`src/uppc_pkg.sv`:
```
// Purpose: constants and types for the usb power path control block
// Assumes: one clock, synchronous active-high reset, avalon-mm register access
// Notes: printed offsets are register indices; byte address is four times the index
package uppc_pkg;
  // ------------------------------------------------------------
  // register indices and byte addresses
  // ------------------------------------------------------------
  localparam logic [15:0] UPPC_IDX_SETUP = 16'h4003;
  localparam logic [15:0] UPPC_IDX_FLAGS = 16'h4011;
  localparam logic [15:0] UPPC_IDX_MASKS = 16'h4019;
  localparam logic [15:0] UPPC_IDX_CTRL = 16'h4020;
  localparam logic [17:0] UPPC_ADDR_SETUP = {UPPC_IDX_SETUP, 2'b00};
  localparam logic [17:0] UPPC_ADDR_FLAGS = {UPPC_IDX_FLAGS, 2'b00};
  localparam logic [17:0] UPPC_ADDR_MASKS = {UPPC_IDX_MASKS, 2'b00};
  localparam logic [17:0] UPPC_ADDR_CTRL = {UPPC_IDX_CTRL, 2'b00};
  // ------------------------------------------------------------
  // field positions
  // ------------------------------------------------------------
  localparam int UPPC_LIM_LSB = 0;
  localparam int UPPC_HIT_BIT = 3;
  localparam int UPPC_MODE_LSB = 4;
  localparam int UPPC_WALL_BIT = 9;
  localparam int UPPC_USB_BIT = 8;
  localparam int UPPC_IRQ_UV_BIT = 15;
  localparam int UPPC_IRQ_SRC_BIT = 14;
  localparam int UPPC_IRQ_LIM_BIT = 13;
  localparam int UPPC_CHG_BIT = 0;
  localparam int UPPC_XTAL_BIT = 1;
  // ------------------------------------------------------------
  // reset values and codes
  // ------------------------------------------------------------
  localparam logic [2:0] UPPC_LIM_RESET = 3'h2;
  localparam logic [2:0] UPPC_LIM_OPEN = 3'h0;
  localparam logic [2:0] UPPC_LIM_100MA = 3'h2;
  localparam logic [1:0] UPPC_MODE_RESET = 2'h0;
  localparam logic [2:0] UPPC_MASK_RESET = 3'h7;
  localparam logic [15:0] UPPC_UNMAPPED_DATA = 16'h0000;
  // supply levels in millivolts, compared against 16-bit monitor codes
  localparam logic [15:0] UPPC_MV_NORM_LO = 16'd4300;
  localparam logic [15:0] UPPC_MV_NORM_HI = 16'd5500;
  localparam logic [15:0] UPPC_MV_WALL_LOW = 16'd3400;
  localparam logic [15:0] UPPC_MV_BATT_31 = 16'd3100;
  localparam logic [15:0] UPPC_MV_BATT_34 = 16'd3400;
  // limit in milliamps x10 per code (2.5mA -> 25)
  localparam logic [15:0] UPPC_LIMIT_TAB [8] = '{16'd0, 16'd25, 16'd1000, 16'd5000,
    16'd9000, 16'd15000, 16'd18000, 16'd5500};

  typedef enum logic [1:0]
  {
    UPPC_MODE_NORMAL = 2'b00,
    UPPC_MODE_SOFT = 2'b01,
    UPPC_MODE_BATT31 = 2'b10,
    UPPC_MODE_BATT34 = 2'b11
  } uppc_mode_t;

  typedef enum logic [1:0]
  {
    UPPC_SRC_BATT = 2'b00,
    UPPC_SRC_WALL = 2'b01,
    UPPC_SRC_USB = 2'b10
  } uppc_src_t;

  typedef enum logic [1:0]
  {
    UPPC_ST_IDLE = 2'b00,
    UPPC_ST_WAIT = 2'b01,
    UPPC_ST_GRANT = 2'b10
  } uppc_start_t;

  typedef struct packed
  {
    logic [15:0] usb_mv;
    logic [15:0] wall_mv;
    logic [15:0] batt_mv;
    logic [15:0] demand_ma10;
  } uppc_levels_t;

  typedef struct packed
  {
    logic undervolt;
    logic source_change;
    logic usb_limit;
  } uppc_irq_t;
endpackage

```
`src/uppc_top.sv`:
```
// Operation
// - pick usb when usb in 4.3-5.5v, wall below 4.3v, usb highest
// - pick usb below 4.3v when wall under 3.4v and usb highest
// - three-bit usb limit, reset 010, codes map to eight current limits
// - demand above limit while on usb sets limit-hit status and usb limit flag
// - on usb, draw battery supplement so usb current stays within limit
// - suitable wall supply appearing during usb operation takes over as source
// - limit loads from otp at start-up and stays software writable
// - two-bit start-up mode in bits 5:4 for 100ma usb start-up
// - soft-start enables bucks in ldo mode and current-limits ldos
// - battery-threshold modes hold start request, trickle only if charger enabled
// - undervoltage flag bit 15 sets on rising edge of supply-low
// - source-change flag bit 14 sets on wall or usb status change
// - flags set on rising edge (bit 14 on either edge of a status change) and clear only on written one
// - unmasked set flag drives primary interrupt; mask one suppresses it
// - mask bits 15:13 reset to one
// - in backup, stop rtc when crystal backup enable is zero
// - wall-present and usb-present read one when source available
//
// Purpose: usb branch of the power path: source choice, usb limit, start-up gating, irqs
// Assumes: supply levels arrive as digital codes synchronous to clk_sys
// Notes: analog regulation is outside; this block only issues the control levels
//
// The Avalon-MM slave port was left to the implementer.
`timescale 1ns/1ps
module uppc_top
  import uppc_pkg::*;
(
  // clock and reset
  input wire logic clk_sys,
  input wire logic reset,
  // avalon-mm slave
  input wire logic [17:0] avs_address,
  input wire logic avs_read,
  input wire logic avs_write,
  input wire logic [31:0] avs_writedata,
  output logic [31:0] avs_readdata,
  output logic avs_waitrequest,
  // supply monitor
  input wire uppc_levels_t levels,
  input wire logic battery_present,
  input wire logic system_supply_low,
  input wire logic otp_valid,
  input wire logic [2:0] otp_usb_limit_sel,
  // power state
  input wire logic start_request,
  input wire logic in_backup,
  // control outputs
  output uppc_src_t source_sel,
  output logic battery_supplement,
  output logic usb_switch_open,
  output logic buck_ldo_mode,
  output logic ldo_current_limit,
  output logic trickle_charge,
  output logic start_grant,
  output logic rtc_clock_enable,
  output logic power_path_primary_irq
);
  // ------------------------------------------------------------
  // register state
  // ------------------------------------------------------------
  logic [2:0] usb_limit_sel_q, usb_limit_sel_d;
  logic [1:0] low_limit_startup_mode_q, low_limit_startup_mode_d;
  uppc_irq_t flags_q, flags_d;
  uppc_irq_t masks_q, masks_d;
  logic charger_enable_q, charger_enable_d;
  logic crystal_backup_enable_q, crystal_backup_enable_d;
  logic otp_done_q, otp_done_d;
  logic [31:0] rdata_q, rdata_d;
  logic ack_q, ack_d;
  logic wait_q, wait_d;
  // ------------------------------------------------------------
  // live status and edge history
  // ------------------------------------------------------------
  logic wall_present_q, wall_present_d;
  logic usb_present_q, usb_present_d;
  logic usb_limit_hit_status_q, usb_limit_hit_status_d;
  logic low_q, low_d;
  uppc_src_t source_q, source_d;
  logic supp_q, supp_d;
  logic open_q, open_d;
  logic bucks_q, bucks_d;
  logic ldol_q, ldol_d;
  logic trkl_q, trkl_d;
  logic grant_q, grant_d;
  logic rtc_q, rtc_d;
  logic irq_q, irq_d;
  uppc_start_t st_q, st_d;

  logic wall_norm, wall_ok, usb_norm, usb_highest, usb_pick, wall_pick;
  logic over_limit, batt_ok, low_start;
  logic acc, wr_hit_setup, wr_hit_flags, wr_hit_masks, wr_hit_ctrl;
  uppc_irq_t rise;
  logic [15:0] limit_now;

  // ------------------------------------------------------------
  // source arbitration
  // ------------------------------------------------------------
  always_comb
  begin
    wall_norm = (levels.wall_mv >= UPPC_MV_NORM_LO) && (levels.wall_mv <= UPPC_MV_NORM_HI);
    usb_norm = (levels.usb_mv >= UPPC_MV_NORM_LO) && (levels.usb_mv <= UPPC_MV_NORM_HI);
    usb_highest = (levels.usb_mv > levels.wall_mv) && (levels.usb_mv > levels.batt_mv);
    wall_ok = (levels.wall_mv > levels.batt_mv) && (wall_norm || (levels.usb_mv < UPPC_MV_NORM_LO));
    usb_pick = usb_highest && ((usb_norm && (levels.wall_mv < UPPC_MV_NORM_LO))
      || ((levels.usb_mv < UPPC_MV_NORM_LO) && (levels.wall_mv < UPPC_MV_WALL_LOW)));
    // wall wins whenever suitable and usb is not picked, even mid-usb operation
    wall_pick = wall_ok && !usb_pick;
    source_d = wall_pick ? UPPC_SRC_WALL : (usb_pick ? UPPC_SRC_USB : UPPC_SRC_BATT);
    wall_present_d = wall_ok;
    // usb counts as present whenever it could power the device, even while wall is chosen
    usb_present_d = usb_pick || usb_norm;
    limit_now = UPPC_LIMIT_TAB[usb_limit_sel_q];
    over_limit = (source_q == UPPC_SRC_USB) && (levels.demand_ma10 > limit_now);
    usb_limit_hit_status_d = over_limit;
    supp_d = over_limit && battery_present;
    open_d = (usb_limit_sel_q == UPPC_LIM_OPEN);
    low_d = system_supply_low;
  end

  // ------------------------------------------------------------
  // start-up gating
  // ------------------------------------------------------------
  always_comb
  begin
    // a limit below 100ma is the caller's fault; start is still attempted
    low_start = (source_q == UPPC_SRC_USB) && (usb_limit_sel_q == UPPC_LIM_100MA);
    case (low_limit_startup_mode_q)
      UPPC_MODE_BATT31: batt_ok = levels.batt_mv > UPPC_MV_BATT_31;
      UPPC_MODE_BATT34: batt_ok = levels.batt_mv > UPPC_MV_BATT_34;
      default: batt_ok = 1'b1;
    endcase
    st_d = st_q;
    grant_d = 1'b0;
    trkl_d = 1'b0;
    bucks_d = bucks_q;
    ldol_d = ldol_q;
    case (st_q)
      UPPC_ST_IDLE:
      begin
        bucks_d = 1'b0;
        ldol_d = 1'b0;
        if (start_request)
        begin
          st_d = UPPC_ST_WAIT;
        end
      end
      UPPC_ST_WAIT:
      begin
        if (!low_start || batt_ok)
        begin
          st_d = UPPC_ST_GRANT;
          grant_d = 1'b1;
          bucks_d = low_start && (low_limit_startup_mode_q == UPPC_MODE_SOFT);
          ldol_d = low_start && (low_limit_startup_mode_q == UPPC_MODE_SOFT);
        end
        else
        begin
          trkl_d = charger_enable_q;
        end
      end
      UPPC_ST_GRANT:
      begin
        grant_d = 1'b1;
        if (!start_request)
        begin
          st_d = UPPC_ST_IDLE;
        end
      end
      default: st_d = UPPC_ST_IDLE;
    endcase
    rtc_d = !(in_backup && !crystal_backup_enable_q);
  end

  // ------------------------------------------------------------
  // register bus and interrupts
  // ------------------------------------------------------------
  always_comb
  begin
    acc = (avs_read || avs_write) && !ack_q;
    // writes land at the edge where waitrequest is seen low, as the master expects
    wr_hit_setup = ack_q && avs_write && (avs_address == UPPC_ADDR_SETUP);
    wr_hit_flags = ack_q && avs_write && (avs_address == UPPC_ADDR_FLAGS);
    wr_hit_masks = ack_q && avs_write && (avs_address == UPPC_ADDR_MASKS);
    wr_hit_ctrl = ack_q && avs_write && (avs_address == UPPC_ADDR_CTRL);
    usb_limit_sel_d = usb_limit_sel_q;
    low_limit_startup_mode_d = low_limit_startup_mode_q;
    otp_done_d = otp_done_q;
    if (!otp_done_q && otp_valid)
    begin
      usb_limit_sel_d = otp_usb_limit_sel;
      otp_done_d = 1'b1;
    end
    else if (wr_hit_setup)
    begin
      usb_limit_sel_d = avs_writedata[UPPC_LIM_LSB +: 3];
      low_limit_startup_mode_d = avs_writedata[UPPC_MODE_LSB +: 2];
    end
    rise.undervolt = system_supply_low && !low_q;
    rise.source_change = (wall_present_d != wall_present_q) || (usb_present_d != usb_present_q);
    rise.usb_limit = over_limit && !usb_limit_hit_status_q;
    flags_d = flags_q;
    if (wr_hit_flags)
    begin
      flags_d = flags_q & ~uppc_irq_t'(avs_writedata[UPPC_IRQ_LIM_BIT +: 3]);
    end
    flags_d = flags_d | rise;
    masks_d = wr_hit_masks ? uppc_irq_t'(avs_writedata[UPPC_IRQ_LIM_BIT +: 3]) : masks_q;
    charger_enable_d = wr_hit_ctrl ? avs_writedata[UPPC_CHG_BIT] : charger_enable_q;
    crystal_backup_enable_d = wr_hit_ctrl ? avs_writedata[UPPC_XTAL_BIT] : crystal_backup_enable_q;
    irq_d = |(flags_q & ~masks_q);
    ack_d = acc;
    wait_d = !acc;
    rdata_d = 32'h0000_0000;
    if (acc && avs_read)
    begin
      case (avs_address)
        UPPC_ADDR_SETUP: rdata_d = {16'h0000, 6'h00, wall_present_q, usb_present_q, 2'h0,
          low_limit_startup_mode_q, usb_limit_hit_status_q, usb_limit_sel_q};
        UPPC_ADDR_FLAGS: rdata_d = {16'h0000, flags_q, 13'h0000};
        UPPC_ADDR_MASKS: rdata_d = {16'h0000, masks_q, 13'h0000};
        UPPC_ADDR_CTRL: rdata_d = {30'h0000_0000, crystal_backup_enable_q, charger_enable_q};
        default: rdata_d = {16'h0000, UPPC_UNMAPPED_DATA};
      endcase
    end
  end

  always_ff @(posedge clk_sys)
  begin
    if (reset)
    begin
      usb_limit_sel_q <= UPPC_LIM_RESET;
      low_limit_startup_mode_q <= UPPC_MODE_RESET;
      flags_q <= '0;
      masks_q <= UPPC_MASK_RESET;
      charger_enable_q <= 1'b0;
      crystal_backup_enable_q <= 1'b0;
      otp_done_q <= 1'b0;
      rdata_q <= '0;
      ack_q <= 1'b0;
      wait_q <= 1'b1;
      wall_present_q <= 1'b0;
      usb_present_q <= 1'b0;
      usb_limit_hit_status_q <= 1'b0;
      low_q <= 1'b0;
      source_q <= UPPC_SRC_BATT;
      supp_q <= 1'b0;
      open_q <= 1'b0;
      bucks_q <= 1'b0;
      ldol_q <= 1'b0;
      trkl_q <= 1'b0;
      grant_q <= 1'b0;
      rtc_q <= 1'b1;
      irq_q <= 1'b0;
      st_q <= UPPC_ST_IDLE;
    end
    else
    begin
      usb_limit_sel_q <= usb_limit_sel_d;
      low_limit_startup_mode_q <= low_limit_startup_mode_d;
      flags_q <= flags_d;
      masks_q <= masks_d;
      charger_enable_q <= charger_enable_d;
      crystal_backup_enable_q <= crystal_backup_enable_d;
      otp_done_q <= otp_done_d;
      rdata_q <= rdata_d;
      ack_q <= ack_d;
      wait_q <= wait_d;
      wall_present_q <= wall_present_d;
      usb_present_q <= usb_present_d;
      usb_limit_hit_status_q <= usb_limit_hit_status_d;
      low_q <= low_d;
      source_q <= source_d;
      supp_q <= supp_d;
      open_q <= open_d;
      bucks_q <= bucks_d;
      ldol_q <= ldol_d;
      trkl_q <= trkl_d;
      grant_q <= grant_d;
      rtc_q <= rtc_d;
      irq_q <= irq_d;
      st_q <= st_d;
    end
  end

  // waitrequest drops in the cycle after a request is seen, one-cycle answer
  assign avs_waitrequest = wait_q;
  assign avs_readdata = rdata_q;
  assign source_sel = source_q;
  assign battery_supplement = supp_q;
  assign usb_switch_open = open_q;
  assign buck_ldo_mode = bucks_q;
  assign ldo_current_limit = ldol_q;
  assign trickle_charge = trkl_q;
  assign start_grant = grant_q;
  assign rtc_clock_enable = rtc_q;
  assign power_path_primary_irq = irq_q;

  // ------------------------------------------------------------
  // checks
  // ------------------------------------------------------------
  uv_flag_set_a: assert property (@(posedge clk_sys) disable iff (reset)
    $rose(system_supply_low) |=> flags_q.undervolt) else $error("undervolt flag not set");
  flag_w1c_a: assert property (@(posedge clk_sys) disable iff (reset)
    (flags_q.usb_limit && !wr_hit_flags) |=> flags_q.usb_limit) else $error("flag lost without clear");
  irq_gate_a: assert property (@(posedge clk_sys) disable iff (reset)
    ##1 (power_path_primary_irq == $past(|(flags_q & ~masks_q)))) else $error("primary irq mismatch");
  hit_flag_a: assert property (@(posedge clk_sys) disable iff (reset)
    $rose(usb_limit_hit_status_q) |-> flags_q.usb_limit) else $error("limit flag not raised");
  hit_follow_a: assert property (@(posedge clk_sys) disable iff (reset)
    !over_limit |=> !usb_limit_hit_status_q) else $error("limit status stuck");
  rtc_stop_a: assert property (@(posedge clk_sys) disable iff (reset)
    (in_backup && !crystal_backup_enable_q) |=> !rtc_clock_enable) else $error("rtc not stopped");
  batt_hold_a: assert property (@(posedge clk_sys) disable iff (reset)
    (st_q == UPPC_ST_WAIT && low_start && !batt_ok) |=> (!start_grant && trickle_charge == $past(charger_enable_q)))
    else $error("start not held");
  wall_over_a: assert property (@(posedge clk_sys) disable iff (reset)
    (source_q == UPPC_SRC_USB && wall_pick) |=> source_sel == UPPC_SRC_WALL) else $error("wall not taken");
  supp_a: assert property (@(posedge clk_sys) disable iff (reset)
    (over_limit && battery_present) |=> battery_supplement) else $error("no battery supplement");
  src_chg_a: assert property (@(posedge clk_sys) disable iff (reset)
    $changed(usb_present_q) |-> flags_q.source_change) else $error("source flag not set");
  cv_grant_c: cover property (@(posedge clk_sys) disable iff (reset) $rose(start_grant));
  cv_soft_c: cover property (@(posedge clk_sys) disable iff (reset) $rose(buck_ldo_mode));
  cv_irq_c: cover property (@(posedge clk_sys) disable iff (reset) $rose(power_path_primary_irq));
endmodule // uppc_top
```
`config.mk`:
```
export PLATFORM = sky130hd
export DESIGN_NAME = uppc_top
export DESIGN_NICKNAME = d
export VERILOG_FILES = /design/src/uppc_pkg.sv /design/src/uppc_top.sv
export SDC_FILE = /design/constraint.sdc
export NUM_CORES = 1
export LEC_CHECK = 0
export BUFFER_PORTS_ARGS = -buffer_cell sky130_fd_sc_hd__buf_4
export CAP_MARGIN = 20
export CORE_MARGIN = 2
export CORE_UTILIZATION = 52
export CTS_CLUSTER_DIAMETER = 120
export DETAILED_ROUTE_END_ITERATION = 6
export HOLD_SLACK_MARGIN = 0.12
export PLACE_DENSITY = 0.87
export SYNTH_ARGS = -nofsm -noshare
export SYNTH_HDL_FRONTEND = slang
export SYNTH_SLANG_ARGS = --single-unit
```
`constraint.sdc`:
```
create_clock -name clk_sys -period 6 [get_ports clk_sys]
set_clock_uncertainty 0.1 [all_clocks]
set_input_delay 0 -clock clk_sys [delete_from_list [all_inputs] [get_ports clk_sys]]
set_output_delay 0 -clock clk_sys [all_outputs]
set_load 0.01 [all_outputs]
```
### Word level (Yosys, flattened, before mapping)

Memories as Yosys holds them, arrays and structs flattened.
Index checks and enable logic that the tools add are counted.

| operators by class | value |
|---|---|
| magnitude comparators | 14 |
| eq/ne operators | 16 |
| multiplexer cells | 17 |
| bitwise logic cells | 9 |
| reductions and logical operators | 49 |

Operator list:

| operator | count |
|---|---|
| $eq 18x17->1 const B | 4 |
| $gt 16x16->1 | 4 |
| $pmux 16 s4 | 1 |
| $ge 16x13->1 const B | 2 |
| $gt 16x12->1 const B | 2 |
| $le 16x13->1 const B | 2 |
| $lt 16x13->1 const B | 2 |
| $mux 16 | 2 |
| $logic_and 1x1->1 | 23 |
| $lt 16x12->1 const B | 1 |
| $logic_not 1->1 | 9 |
| $mux 3 | 3 |
| $eq 2x2->1 const B | 4 |
| $mux 2 | 4 |
| $and 3x3->3 | 2 |
| $logic_or 1x1->1 | 6 |
| $ne 2x2->1 const B | 3 |
| $not 3->3 | 2 |
| $pmux 1 s2 | 3 |
| $pmux 2 s3 | 1 |
| $reduce_or 3->1 | 2 |
| $eq 2x1->1 const B | 2 |
| $ge 4x4->1 const B | 1 |
| $not 3->4 | 1 |
| 11 further kinds | 19 |

| storage, ports and cells | value |
|---|---|
| bits in registers | 63 |
| ROM bits | 128 |
| word-level logic and storage cells | 134 |
| memories | 1 |

Memories:

| memory | depth | width | read ports | clocked after memory_dff | write ports | line | source |
|---|---|---|---|---|---|---|---|
| (no name shown) | 8 | 16 | 1 | 0 | 0 | uppc_top.sv:113 | `limit_now = UPPC_LIMIT_TAB[usb_limit_sel_q];` |

### Depth between registers and ports, before layout

Gate-level depths: netlist (run 1).

| depth | value |
|---|---|
| depth after elaboration | 9 |
| gate-level depth with buffers | 12 |
| gate-level depth less buffers | 12 |

### Worst setup path after synthesis (run 1)

No wires, ideal clock.

| timing | value |
|---|---|
| path type | reg-to-reg |
| from | register usb_limit_sel_q[2] |
| to | register flags_q[0] (netlist name) |
| setup time | 0.138 ns |
| arrival | 2.239 ns |
| slack | 3.523 ns |
| cell stages (with the launch flop) | 12 |
| buffers on the path | 2 |
| period minus slack after synthesis | 2.477 ns |
| cells stage by stage | dfxtp_1 clkbuf_1 clkbuf_1 o21ai_0 ha_1 a21o_1 a21o_1 a21o_1 a21oi_1 o221ai_1 o311ai_0 o21ai_0 |

| on the way | value |
|---|---|
| longest elaborated chain between the ends | 8 |

Ends and longest elaborated chain:

| item | line | source |
|---|---|---|
| start: declaration | uppc_top.sv:62 | `logic [2:0] usb_limit_sel_q, usb_limit_sel_d;` |
| start signal: assignment | uppc_top.sv:259 | `usb_limit_sel_q <= usb_limit_sel_d;` |
| $not 3->4 (implied by the code) | uppc_top.sv:113 |  |
| $mem_v2 8x16 | - |  |
| $mux 16 (implied by the code) (2 in series) | uppc_top.sv:113 |  |
| $gt 16x16->1 | uppc_top.sv:114 | `over_limit = (source_q == UPPC_SRC_USB) && (levels.demand_ma10 > limit_now);` |
| $logic_and 1x1->1 | uppc_top.sv:114 |  |
| $logic_and 1x1->1 | uppc_top.sv:201 | `rise.usb_limit = over_limit && !usb_limit_hit_status_q;` |
| $or 3x3->3 | uppc_top.sv:207 | `flags_d = flags_d \| rise;` |
| end signal: assignment | uppc_top.sv:261 | `flags_q <= flags_d;` |
| end: declaration | uppc_top.sv:64 | `uppc_irq_t flags_q, flags_d;` |

Every way passes these cells. The select of a mux whose other input is x is not followed.
A chain may end at the register's enable or synchronous reset.

### Final worst setup path (run 1)

| timing | value |
|---|---|
| from | register usb_limit_sel_q[1] |
| to | register supp_q, in the netlist battery_supplement |

| on the way | value |
|---|---|
| longest elaborated chain between the ends | 7 |

Ends and longest elaborated chain:

| item | line | source |
|---|---|---|
| $not 3->4 (implied by the code) | uppc_top.sv:113 |  |
| $mem_v2 8x16 | - |  |
| $mux 16 (implied by the code) (2 in series) | uppc_top.sv:113 |  |
| $gt 16x16->1 | uppc_top.sv:114 |  |
| $logic_and 1x1->1 | uppc_top.sv:114 |  |
| $logic_and 1x1->1 | uppc_top.sv:116 | `supp_d = over_limit && battery_present;` |
| end signal: assignment | uppc_top.sv:274 | `supp_q <= supp_d;` |
| end: declaration | uppc_top.sv:80 | `logic supp_q, supp_d;` |

Every way passes these cells. The select of a mux whose other input is x is not followed.

==> flow_metrics.tcl, run 1 <==
set metrics [dict create \
    timing.rr.start "usb_limit_sel_q[1]" \
    wl_met2_mm 5.87 \
    grt_max_degree 23 \
    critPathRequiredTime_ps 6090 \
    globalRouteOverflowTotal 0 \
    grt_use_total_pct 28.9 \
    hold_class "input pin to flop" \
    seq_area_frac_synth_pct 22.7 \
    ir_drop_mv 0.0861 \
    yosys.cell_count.top_type "ha_1" \
    cts_root_buf "clkbuf_8" \
    port_buffers 123 \
    grt_pass1_vias 4004 \
    boundaryPins 169 \
    wire_per_inst_um 16.5 \
    max_freq_mhz 281 \
    drtPass1Iterations 7 \
    hold_path_depth 5 \
    worstSetupEndpointType "flop" \
    finalCritPeriodShare_pct 59.4 \
    holdPathEnd "st_q[1]" \
    maxSlewViolCount 0 \
    hp-start "levels[26]" \
    async_flop_share_pct 0 \
    crit_chain "inv_1 -> ha_1 -> nand2_1 -> o21ai_0 -> ha_1 -> nand4_1 -> nor2_1 -> nand4_1 -> o311ai_0 -> nor2_1 -> dlygate4sd3_1" \
    cts-hold-fix-buffers 39 \
    rsz0062_at_grt "false" \
    synth_edf_count 0 \
    synth_cell_types 58 \
    slowest_stage "o311ai_0" \
    cp_slowest_stage_delay_ps 760 \
    clockBufferDepth 2 \
    ys_top_cells_by_area "ha_1 24%, dfxtp_1 23%, inv_1 4.7%" \
    grt_pass1_wl_mm 17.7 \
    setup_violations 0 \
    gp_congestion 0.911 \
    fin_setup_tns_ps 0 \
    drive_gt1_share_pct 22.1 \
    wl_met1_mm 4.49 \
    highest_layer "met4" \
    critPathLaunchType "flop" \
    status "complete, no violations" \
    via_per_inst 5.74 \
    die_w_um 88.5 \
    fp.coreArea_um2 6830 \
    ys_ff_latch 42 \
    antenna_found_initial 0 \
    syn_area_um2 3710 \
    crit_fanout 11 \
    antenna_cells 0 \
    ys_warn_count 0 \
    critical_path_class "flop to flop" \
    synth.top_cells.by_count "72 x ha_1, 46 x inv_1, 42 x dfxtp_1" \
    fin_crit_ps 3560 \
    cts_resized 0 \
    die_area_um2 7830 \
    cts_setup_buffers 0 \
    cts_made_buffers 5 \
    nets 811 \
    area_delta_synth_final_pct 37.9 \
    fp-row-count 30 \
    htreeDepth 2 \
    ys.flop_type "dfxtp_1" \
    worstRegToRegCells 11 \
    synth_top_area_share_pct 24.3 \
    final_hold_viol_count 0 \
    cts.sinks 42 \
    fin_area_um2 5120 \
    die-height_um 88.5 \
    tightestPinTransition_ps 829 \
    maxCapViolCount 0 \
    antenna_left 0 \
    wl_met3_um 865 \
    cts_tree "yes" \
    dp_hpwl_mm 8.47 \
    final_cells 710 \
    fin_util_pct 74.9 \
    drtIter0Drc 175 \
    syn-instance-count 452 \
    place_area_um2 4640 \
    clk-insertion-delay-late_ps 300 \
    initial_core_util_pct 54.3 \
    ff2ff_setup_slack_ps 2440 \
    wirelength_mm 11.7 \
    arrival_ps 3650 \
    r2r-end "battery_supplement" \
    relSlewSlack_pct 44.1 \
    powerDensity_nw_per_um2 151 \
    cellLeakagePower_uw 0.00254 \
    placed_cells 663 \
    remaining_drc_errors 0 \
    syn_avg_cell_area_um2 8.21 \
    via_count 4076 \
    clk_pin_slew_worst_paths_ps 80 \
    synth_top_cell_by_area "ha_1" \
]
## metal layers
| metal | track usage (%) | vias up |
|---|---|---|
| met4 | 14.3 | 0 |
| met1 | 31.2 | 1868 |
| met3 | 4.29 | 52 |
| met5 | 0 | - |
| li1 | - | 1933 |
| met2 | 54.6 | 223 |
## worst max-delay path: cells and delay by family (launching register included)
| kind | cells | cell delay (ps) |
|---|---|---|
| DFF | 1 | 550 |
| and+or+nand+nor | 5 | 470 |
| buffers and inverters | 2 | 790 |
| AOI/OAI and AO/OA | 2 | 890 |
| adders and majority gates | 2 | 640 |
## where the power goes
part,total [uW],switching [uW],internal [uW]
sequential,305,12.5,292
combinational,285,147,138
clock,181,98.6,82.2
total,771,258,513
## registers in the layout (all words and copies together), names as in the netlist
name                      cells
avs_readdata                 11
flags_q                       3
masks_q                       3
usb_limit_sel_q               3
low_limit_startup_mode_q      2
source_sel                    2
st_q                          2
ack_q                         1
avs_waitrequest               1
battery_supplement            1
charger_enable_q              1
crystal_backup_enable_q       1
ldo_current_limit             1
low_q                         1
otp_done_q                    1
power_path_primary_irq        1
rtc_clock_enable              1
start_grant                   1
trickle_charge                1
usb_limit_hit_status_q        1
usb_present_q                 1
usb_switch_open               1
wall_present_q                1
## stage by stage
step	total power, uW	hold WS, ps	worst slack (ps)
global placement	557	115	3180
finish	771	157	2440
global route	811	213	2240
CTS	760	136	2640
detailed placement	569	116	3120
floorplan	468	-16.8	3520
## worst max-delay path by stage
stage                             startpoint            endpoint  slack (ps)  depth (start not counted)
after floorplan           usb_limit_sel_q[2]          flags_q[0]        3520                         11
after global placement    usb_limit_sel_q[1]          flags_q[0]        3180                         10
after detailed placement  usb_limit_sel_q[1]          flags_q[0]        3120                         10
after CTS                 usb_limit_sel_q[1]  battery_supplement        2640                         11
after global routing      usb_limit_sel_q[1]  battery_supplement        2240                         11
final                     usb_limit_sel_q[1]  battery_supplement        2440                         11
## cell usage in the layout, fill, tap and decap left out, drive strengths merged, types with 3 or more instances in the layout
cell type    synthesis  layout
a211oi               6       6
a21boi               3       3
a21o                11      11
a21oi               29      29
a22oi                5       5
a31oi                5       5
and2                 6       6
and3                 4       4
buf                 23     123
clkbuf               5       6
conb                 1      21
dfxtp               42      42
dlygate4sd3          0      39
ha                  72      72
inv                 46      46
mux2i               13      13
nand2               26      26
nand3               17      17
nand3b               3       3
nand4               19      19
nor2                33      33
nor2b                7       7
nor3                 7       7
nor4                10      10
o211ai               3       3
o21ai               13      13
o311ai               3       3
or4                  4       4
## final cells by class
| type | instances | area (um2) |
|---|---|---|
| Multi-Input combinational cell | 356 | 2580 |
| Tap cell | 96 | 120 |
| Timing Repair Buffer | 162 | 1310 |
| Sequential cell | 42 | 841 |
| Fill cell | 514 | 1710 |
| Clock inverter | 2 | 13.8 |
| Clock buffer | 6 | 72.6 |
| Inverter | 46 | 173 |
## logic make-up after synthesis
group | share of synthesized area (%)
simple gates | 21.6
compound gates | 17.4
buf+inv | 9.71
fa+ha+maj | 24.3
flops | 22.7
mux | 3.81
xor+xnor | 0.472
other cells | 0.101
No activity file was read; power rests on OpenSTA's default activity.
==> run 2: changes to the inputs <==
--- a/config.mk
+++ b/config.mk
@@ -8,11 +8,11 @@
 export BUFFER_PORTS_ARGS = -buffer_cell sky130_fd_sc_hd__buf_4
 export CAP_MARGIN = 20
 export CORE_MARGIN = 2
-export CORE_UTILIZATION = 52
+export CORE_UTILIZATION = 48
 export CTS_CLUSTER_DIAMETER = 120
 export DETAILED_ROUTE_END_ITERATION = 6
 export HOLD_SLACK_MARGIN = 0.12
-export PLACE_DENSITY = 0.87
+export PLACE_DENSITY = 0.82
 export SYNTH_ARGS = -nofsm -noshare
 export SYNTH_HDL_FRONTEND = slang
 export SYNTH_SLANG_ARGS = --single-unit
==> constraint.sdc (replaced) <==
create_clock -name clk_sys -period 3.3 [get_ports clk_sys]
set_clock_uncertainty 0.1 [all_clocks]
set_input_delay 0 -clock clk_sys [delete_from_list [all_inputs] [get_ports clk_sys]]
set_output_delay 0 -clock clk_sys [all_outputs]
set_load 0.01 [all_outputs]
==> run 2 against run 1 <==
  * Die area is 8.0% higher
  * Utilization is 7.8 points lower
  * Largest power group unchanged
  * Routed wire length is 2.1% lower
==> flow_metrics.tcl, run 2 (synthesized netlist as in run 1, its figures left out) <==
set metrics [dict create \
    status "complete, no violations" \
    port_buffers 123 \
    seq_area_um2 841 \
    cts_root_buf "clkbuf_8" \
    powerDensity_nw_per_um2 276 \
    largest_reg_flops 11 \
    drtIter0Drc 188 \
    p_sw_share_pct 32.4 \
    maxCapViolCount 0 \
    worstSetupEndpointType "flop" \
    fin_crit_ps 2920 \
    die_w_um 91.9 \
    finalCritPeriodShare_pct 88.5 \
    internal_power_uw 952 \
    antenna_left 0 \
    critical_path_class "input pin to flop" \
    multi_input_area_um2 2580 \
    globalRouteOverflowTotal 0 \
    dp_slack_ps 388 \
    tightestPinTransition_ps 792 \
    nets 809 \
    nFillCells 615 \
    comb_power_share_pct 36.8 \
    fin_area_um2 5100 \
    via_count 3983 \
    area_delta_synth_final_pct 37.6 \
    grt_pass1_vias 4147 \
    fin_setup_tns_ps 0 \
    cts_tree "yes" \
    grt_use_total_pct 26.8 \
    crit_fanout 4 \
    worst_slack_ps 381 \
    die-height_um 91.9 \
    clk_pin_slew_worst_paths_ps 80 \
    clk-insertion-delay-late_ps 290 \
    final_hold_viol_count 0 \
    power_frac_clock_pct 23.9 \
    grt_max_degree 23 \
    place_area_um2 4660 \
    drive_gt1_share_pct 22.5 \
    ir_drop_mv 0.142 \
    wirelength_mm 11.4 \
    cts.sinks 42 \
    cts_resized 0 \
    cellLeakagePower_uw 0.00254 \
    totalPowerFinal_uw 1410 \
    fp.coreArea_um2 7610 \
    arrival_ps 3010 \
    clockBufferDepth 2 \
    hold_class "input pin to flop" \
    setup_violations 0 \
    via_per_inst 5.58 \
    maxSlewViolCount 0 \
    remaining_drc_errors 0 \
    critPathLaunchType "input pin" \
    htreeDepth 2 \
    critPathRequiredTime_ps 3390 \
    antenna_found_initial 0 \
    boundaryPins 169 \
    seq_power_share_pct 39.3 \
    antenna_cells 0 \
    cts_made_buffers 5 \
    die_area_um2 8450 \
    rsz0062_at_grt "false" \
    max_freq_mhz 343 \
    drtPass1Iterations 4 \
    final_common_cell "buf_4" \
    dp_hpwl_mm 8.72 \
    wire_per_inst_um 16.0 \
    initial_core_util_pct 48.8 \
    relSlewSlack_pct 46.7 \
    fp-row-count 32 \
    layout_common_cells "125 x buf_4, 72 x ha_1, 46 x inv_1" \
    p_sw_uw 455 \
    gp_congestion 0.942 \
    grt_pass1_wl_mm 18.5 \
]
## run 2: worst max-delay path, stage by stage
cell and delay [ps]:
dlygate4sd3_1 560, buf_4 150, nor4_1 700, nand3_1 260
mux2i_1 180, dlygate4sd3_1 560, nor2_1 40, dlygate4sd3_1 550
## run 2: path summary, 6_finish.rpt
| check | depth (start not counted) | endpoint | slack [ps] | start |
|---|---|---|---|---|
| setup reg to reg | 12 | flags_q[0] | 400 | usb_limit_sel_q[1] |
| setup / recovery | 8 | charger_enable_q | 380 | avs_address[6] |
| hold reg to reg | 1 | flags_q[0] | 370 | usb_limit_hit_status_q |
| hold / removal | 5 | usb_limit_hit_status_q | 140 | levels[15] |
## run 2: stage by stage
step | instances | hold slack (ps) | util (%)
floorplan | 472 | -16.8 | -
global placement | 671 | 103 | 61.3
detailed placement | 671 | 105 | 61.3
CTS | 714 | 145 | 67.1
global route | 714 | 203 | 67.1
finish | 714 | 142 | 67.1
## run 2: layout make-up
class | count | share of cell area, %
clock inverters | 1 | 0.0980
repair buffers | 160 | 25.2
inverters | 46 | 3.38
flip-flops and latches | 42 | 16.5
clock buffers | 7 | 1.69
well taps | 102 | 2.50
multi-input cells | 356 | 50.6
## run 2: per-layer routing
| metal | routed length (um) | up-vias | track usage [%] |
|---|---|---|---|
| met4 | 199 | 0 | 9.58 |
| met1 | 4560 | 1832 | 30.5 |
| met3 | 864 | 23 | 5.18 |
| li1 | - | 1935 | - |
| met5 | 0 | - | 0 |
| met2 | 5820 | 193 | 49.5 |
## run 2: power by group through the flow
| stage | sequential (uW) | combinational, uW | clock [uW] |
|---|---|---|---|
| floorplan | 558 | 292 | 0 |
| global placement | 563 | 450 | 0 |
| detailed placement | 564 | 473 | 0 |
| CTS | 552 | 506 | 340 |
| global route | 557 | 574 | 365 |
| finish | 553 | 518 | 337 |
## run 2: timing repair
item / CTS / global route
endpoints found under the hold margin: 35 / 0
hold buffers: 35 / 0
setup buffers: 0 / 0
endpoints found under the setup margin: 0 / 0
==> run 3: changes to the inputs <==
--- a/config.mk
+++ b/config.mk
@@ -13,6 +13,8 @@
 export DETAILED_ROUTE_END_ITERATION = 6
 export HOLD_SLACK_MARGIN = 0.12
 export PLACE_DENSITY = 0.82
+export SETUP_SLACK_MARGIN = 0.2
+export SKIP_LAST_GASP = 1
 export SYNTH_ARGS = -nofsm -noshare
 export SYNTH_HDL_FRONTEND = slang
 export SYNTH_SLANG_ARGS = --single-unit
==> constraint.sdc (replaced) <==
create_clock -name clk_sys -period 3.3 [get_ports clk_sys]
set_clock_uncertainty 0.1 [all_clocks]
set_input_delay 0.33 -clock clk_sys [delete_from_list [all_inputs] [get_ports clk_sys]]
set_output_delay 0.33 -clock clk_sys [all_outputs]
set_load 0.01 [all_outputs]
==> run 3 against run 2 <==
  * First-iteration DRC count is 30% lower
  * Non-clock buffer count is 34 lower
  * Sequential cell count stayed put
  * Routed wire length is 11% lower
  * Power is 3.0% lower
  * Final cell count is 4.8% lower
  * Combinational power is 8.3% lower
  * Die area stayed put
  * Via count is 4.8% lower
  * Worst hold slack better by 5.7 ps
  * Fmax is 5.6% higher
  * Clock power hardly changed
==> flow_metrics.tcl, run 3 (synthesized netlist as in run 1, its figures left out) <==
set metrics [dict create \
    cts_made_buffers 5 \
    worstRegToRegCells 11 \
    crit_fanout 8 \
    fin_crit_ps 2760 \
    via_count 3793 \
    powerDensity_nw_per_um2 286 \
    setup_violations 0 \
    status "complete, no violations" \
    initial_core_util_pct 48.8 \
    cts_tree "yes" \
    critPathRequiredTime_ps 3360 \
    globalRouteOverflowTotal 0 \
    ff2ff_setup_slack_ps 540 \
    timing.rr.start "usb_limit_sel_q[0]" \
    die_w_um 91.9 \
    holdPathEnd "low_q" \
    cts_root_buf "clkbuf_8" \
    maxCapViolCount 0 \
    die-height_um 91.9 \
    whs_ps 148 \
    drtIter0Drc 131 \
    via_per_inst 5.58 \
    fp.coreArea_um2 7610 \
    r2r-end "flags_q[0]" \
    final_common_cell "buf_4" \
    cts.sinks 42 \
    arrival_ps 2830 \
    grt_use_total_pct 23.8 \
    rsz0062_at_grt "false" \
    nets 775 \
    antenna_left 0 \
    critPathLaunchType "flop" \
    clk-insertion-delay-late_ps 300 \
    remaining_drc_errors 0 \
    gp_congestion 0.950 \
    critical_path_class "flop to flop" \
    relSlewSlack_pct 50.5 \
    antenna_cells 0 \
    dp_hpwl_mm 8.57 \
    antenna_found_initial 0 \
    grt_max_degree 23 \
    max_freq_mhz 362 \
    drtPass1Iterations 5 \
    ir_drop_mv 0.135 \
    die_area_um2 8450 \
    nFillCells 690 \
    layout_common_cells "125 x buf_4, 72 x ha_1, 46 x inv_1" \
    maxSlewViolCount 0 \
    boundaryPins 169 \
    area_delta_synth_final_pct 28.5 \
    hold_path_depth 2 \
    drive_gt1_share_pct 24.0 \
    clk_pin_slew_worst_paths_ps 80 \
    tightestPinTransition_ps 736 \
    final_hold_viol_count 0 \
    fp-row-count 32 \
    hp-start "system_supply_low" \
    cellLeakagePower_uw 0.00238 \
    finalCritPeriodShare_pct 83.7 \
    cts_setup_buffers 0 \
    wire_per_inst_um 15.0 \
    grt_pass1_wl_mm 16.5 \
    clockBufferDepth 2 \
    htreeDepth 2 \
    port_buffers 123 \
    wirelength_mm 10.2 \
    grt_pass1_vias 3706 \
    hold_class "input pin to flop" \
    largest_reg_flops 11 \
    fin_setup_tns_ps 0 \
    worstSetupEndpointType "flop" \
]
[run 3: cell type report]
| type | instances | area (um2) | area share, % |
|---|---|---|---|
| Clock inverter | 1 | 5.00 | 0.105 |
| Clock buffer | 7 | 86.3 | 1.81 |
| Inverter | 46 | 173 | 3.62 |
| Timing Repair Buffer | 126 | 948 | 19.9 |
| Sequential cell | 42 | 842 | 17.7 |
| Tap cell | 102 | 128 | 2.68 |
| Multi-Input combinational cell | 356 | 2580 | 54.2 |
[run 3: worst max-delay path, cell delays in order, from the launching register on]
cell and delay (ps):
dfxtp_1 500, inv_1 150, ha_1 270, mux2i_1 150, ha_1 270, a21o_1 180
a21oi_1 140, nor3_1 60, a2111oi_0 310, o221ai_1 190, o311ai_1 170, o21ai_0 140
[run 3: layer usage]
| layer | part of all wire (%) | GRT usage [%] |
|---|---|---|
| met1 | 41 | 28.3 |
| met2 | 49 | 42.3 |
| met3 | 7.9 | 4.35 |
| met4 | 2.1 | 8.83 |
| met5 | 0 | 0 |
[run 3: how the worst max path moves through the flow]
stage                            start    endpoint  cells past startpoint
floorplan           usb_limit_sel_q[2]  flags_q[0]                     11
detailed placement  usb_limit_sel_q[1]  flags_q[0]                     10
global route        usb_limit_sel_q[0]  flags_q[0]                     12
finish              usb_limit_sel_q[0]  flags_q[0]                     11
global placement    usb_limit_sel_q[1]  flags_q[0]                     12
CTS                 usb_limit_sel_q[1]  flags_q[0]                     10
[run 3: where the power goes]
| part | total [uW] | switching [uW] | internal [uW] |
|---|---|---|---|
| clock network | 336 | 167 | 169 |
| registers | 553 | 21.5 | 532 |
| logic | 475 | 248 | 227 |
[run 3: repair_timing]
item,4_1_cts,5_1_grt
endpoints found under the hold margin,0,1
setup endpoints to repair,0,3
hold buffers,0,1
resized for setup,0,2
[run 3: metrics by stage]
step / total power, uW / utilization [%] / worst slack [ps] / instances / instance area [um2]
global placement: 1010 / 61.3 / 511 / 671 / 4660
finish: 1360 / 62.6 / 536 / 680 / 4770
CTS: 1360 / 62.5 / 401 / 679 / 4750
global route: 1450 / 62.6 / 250 / 680 / 4770
detailed placement: 1030 / 61.3 / 419 / 671 / 4660
floorplan: 851 / - / 823 / 472 / 3780
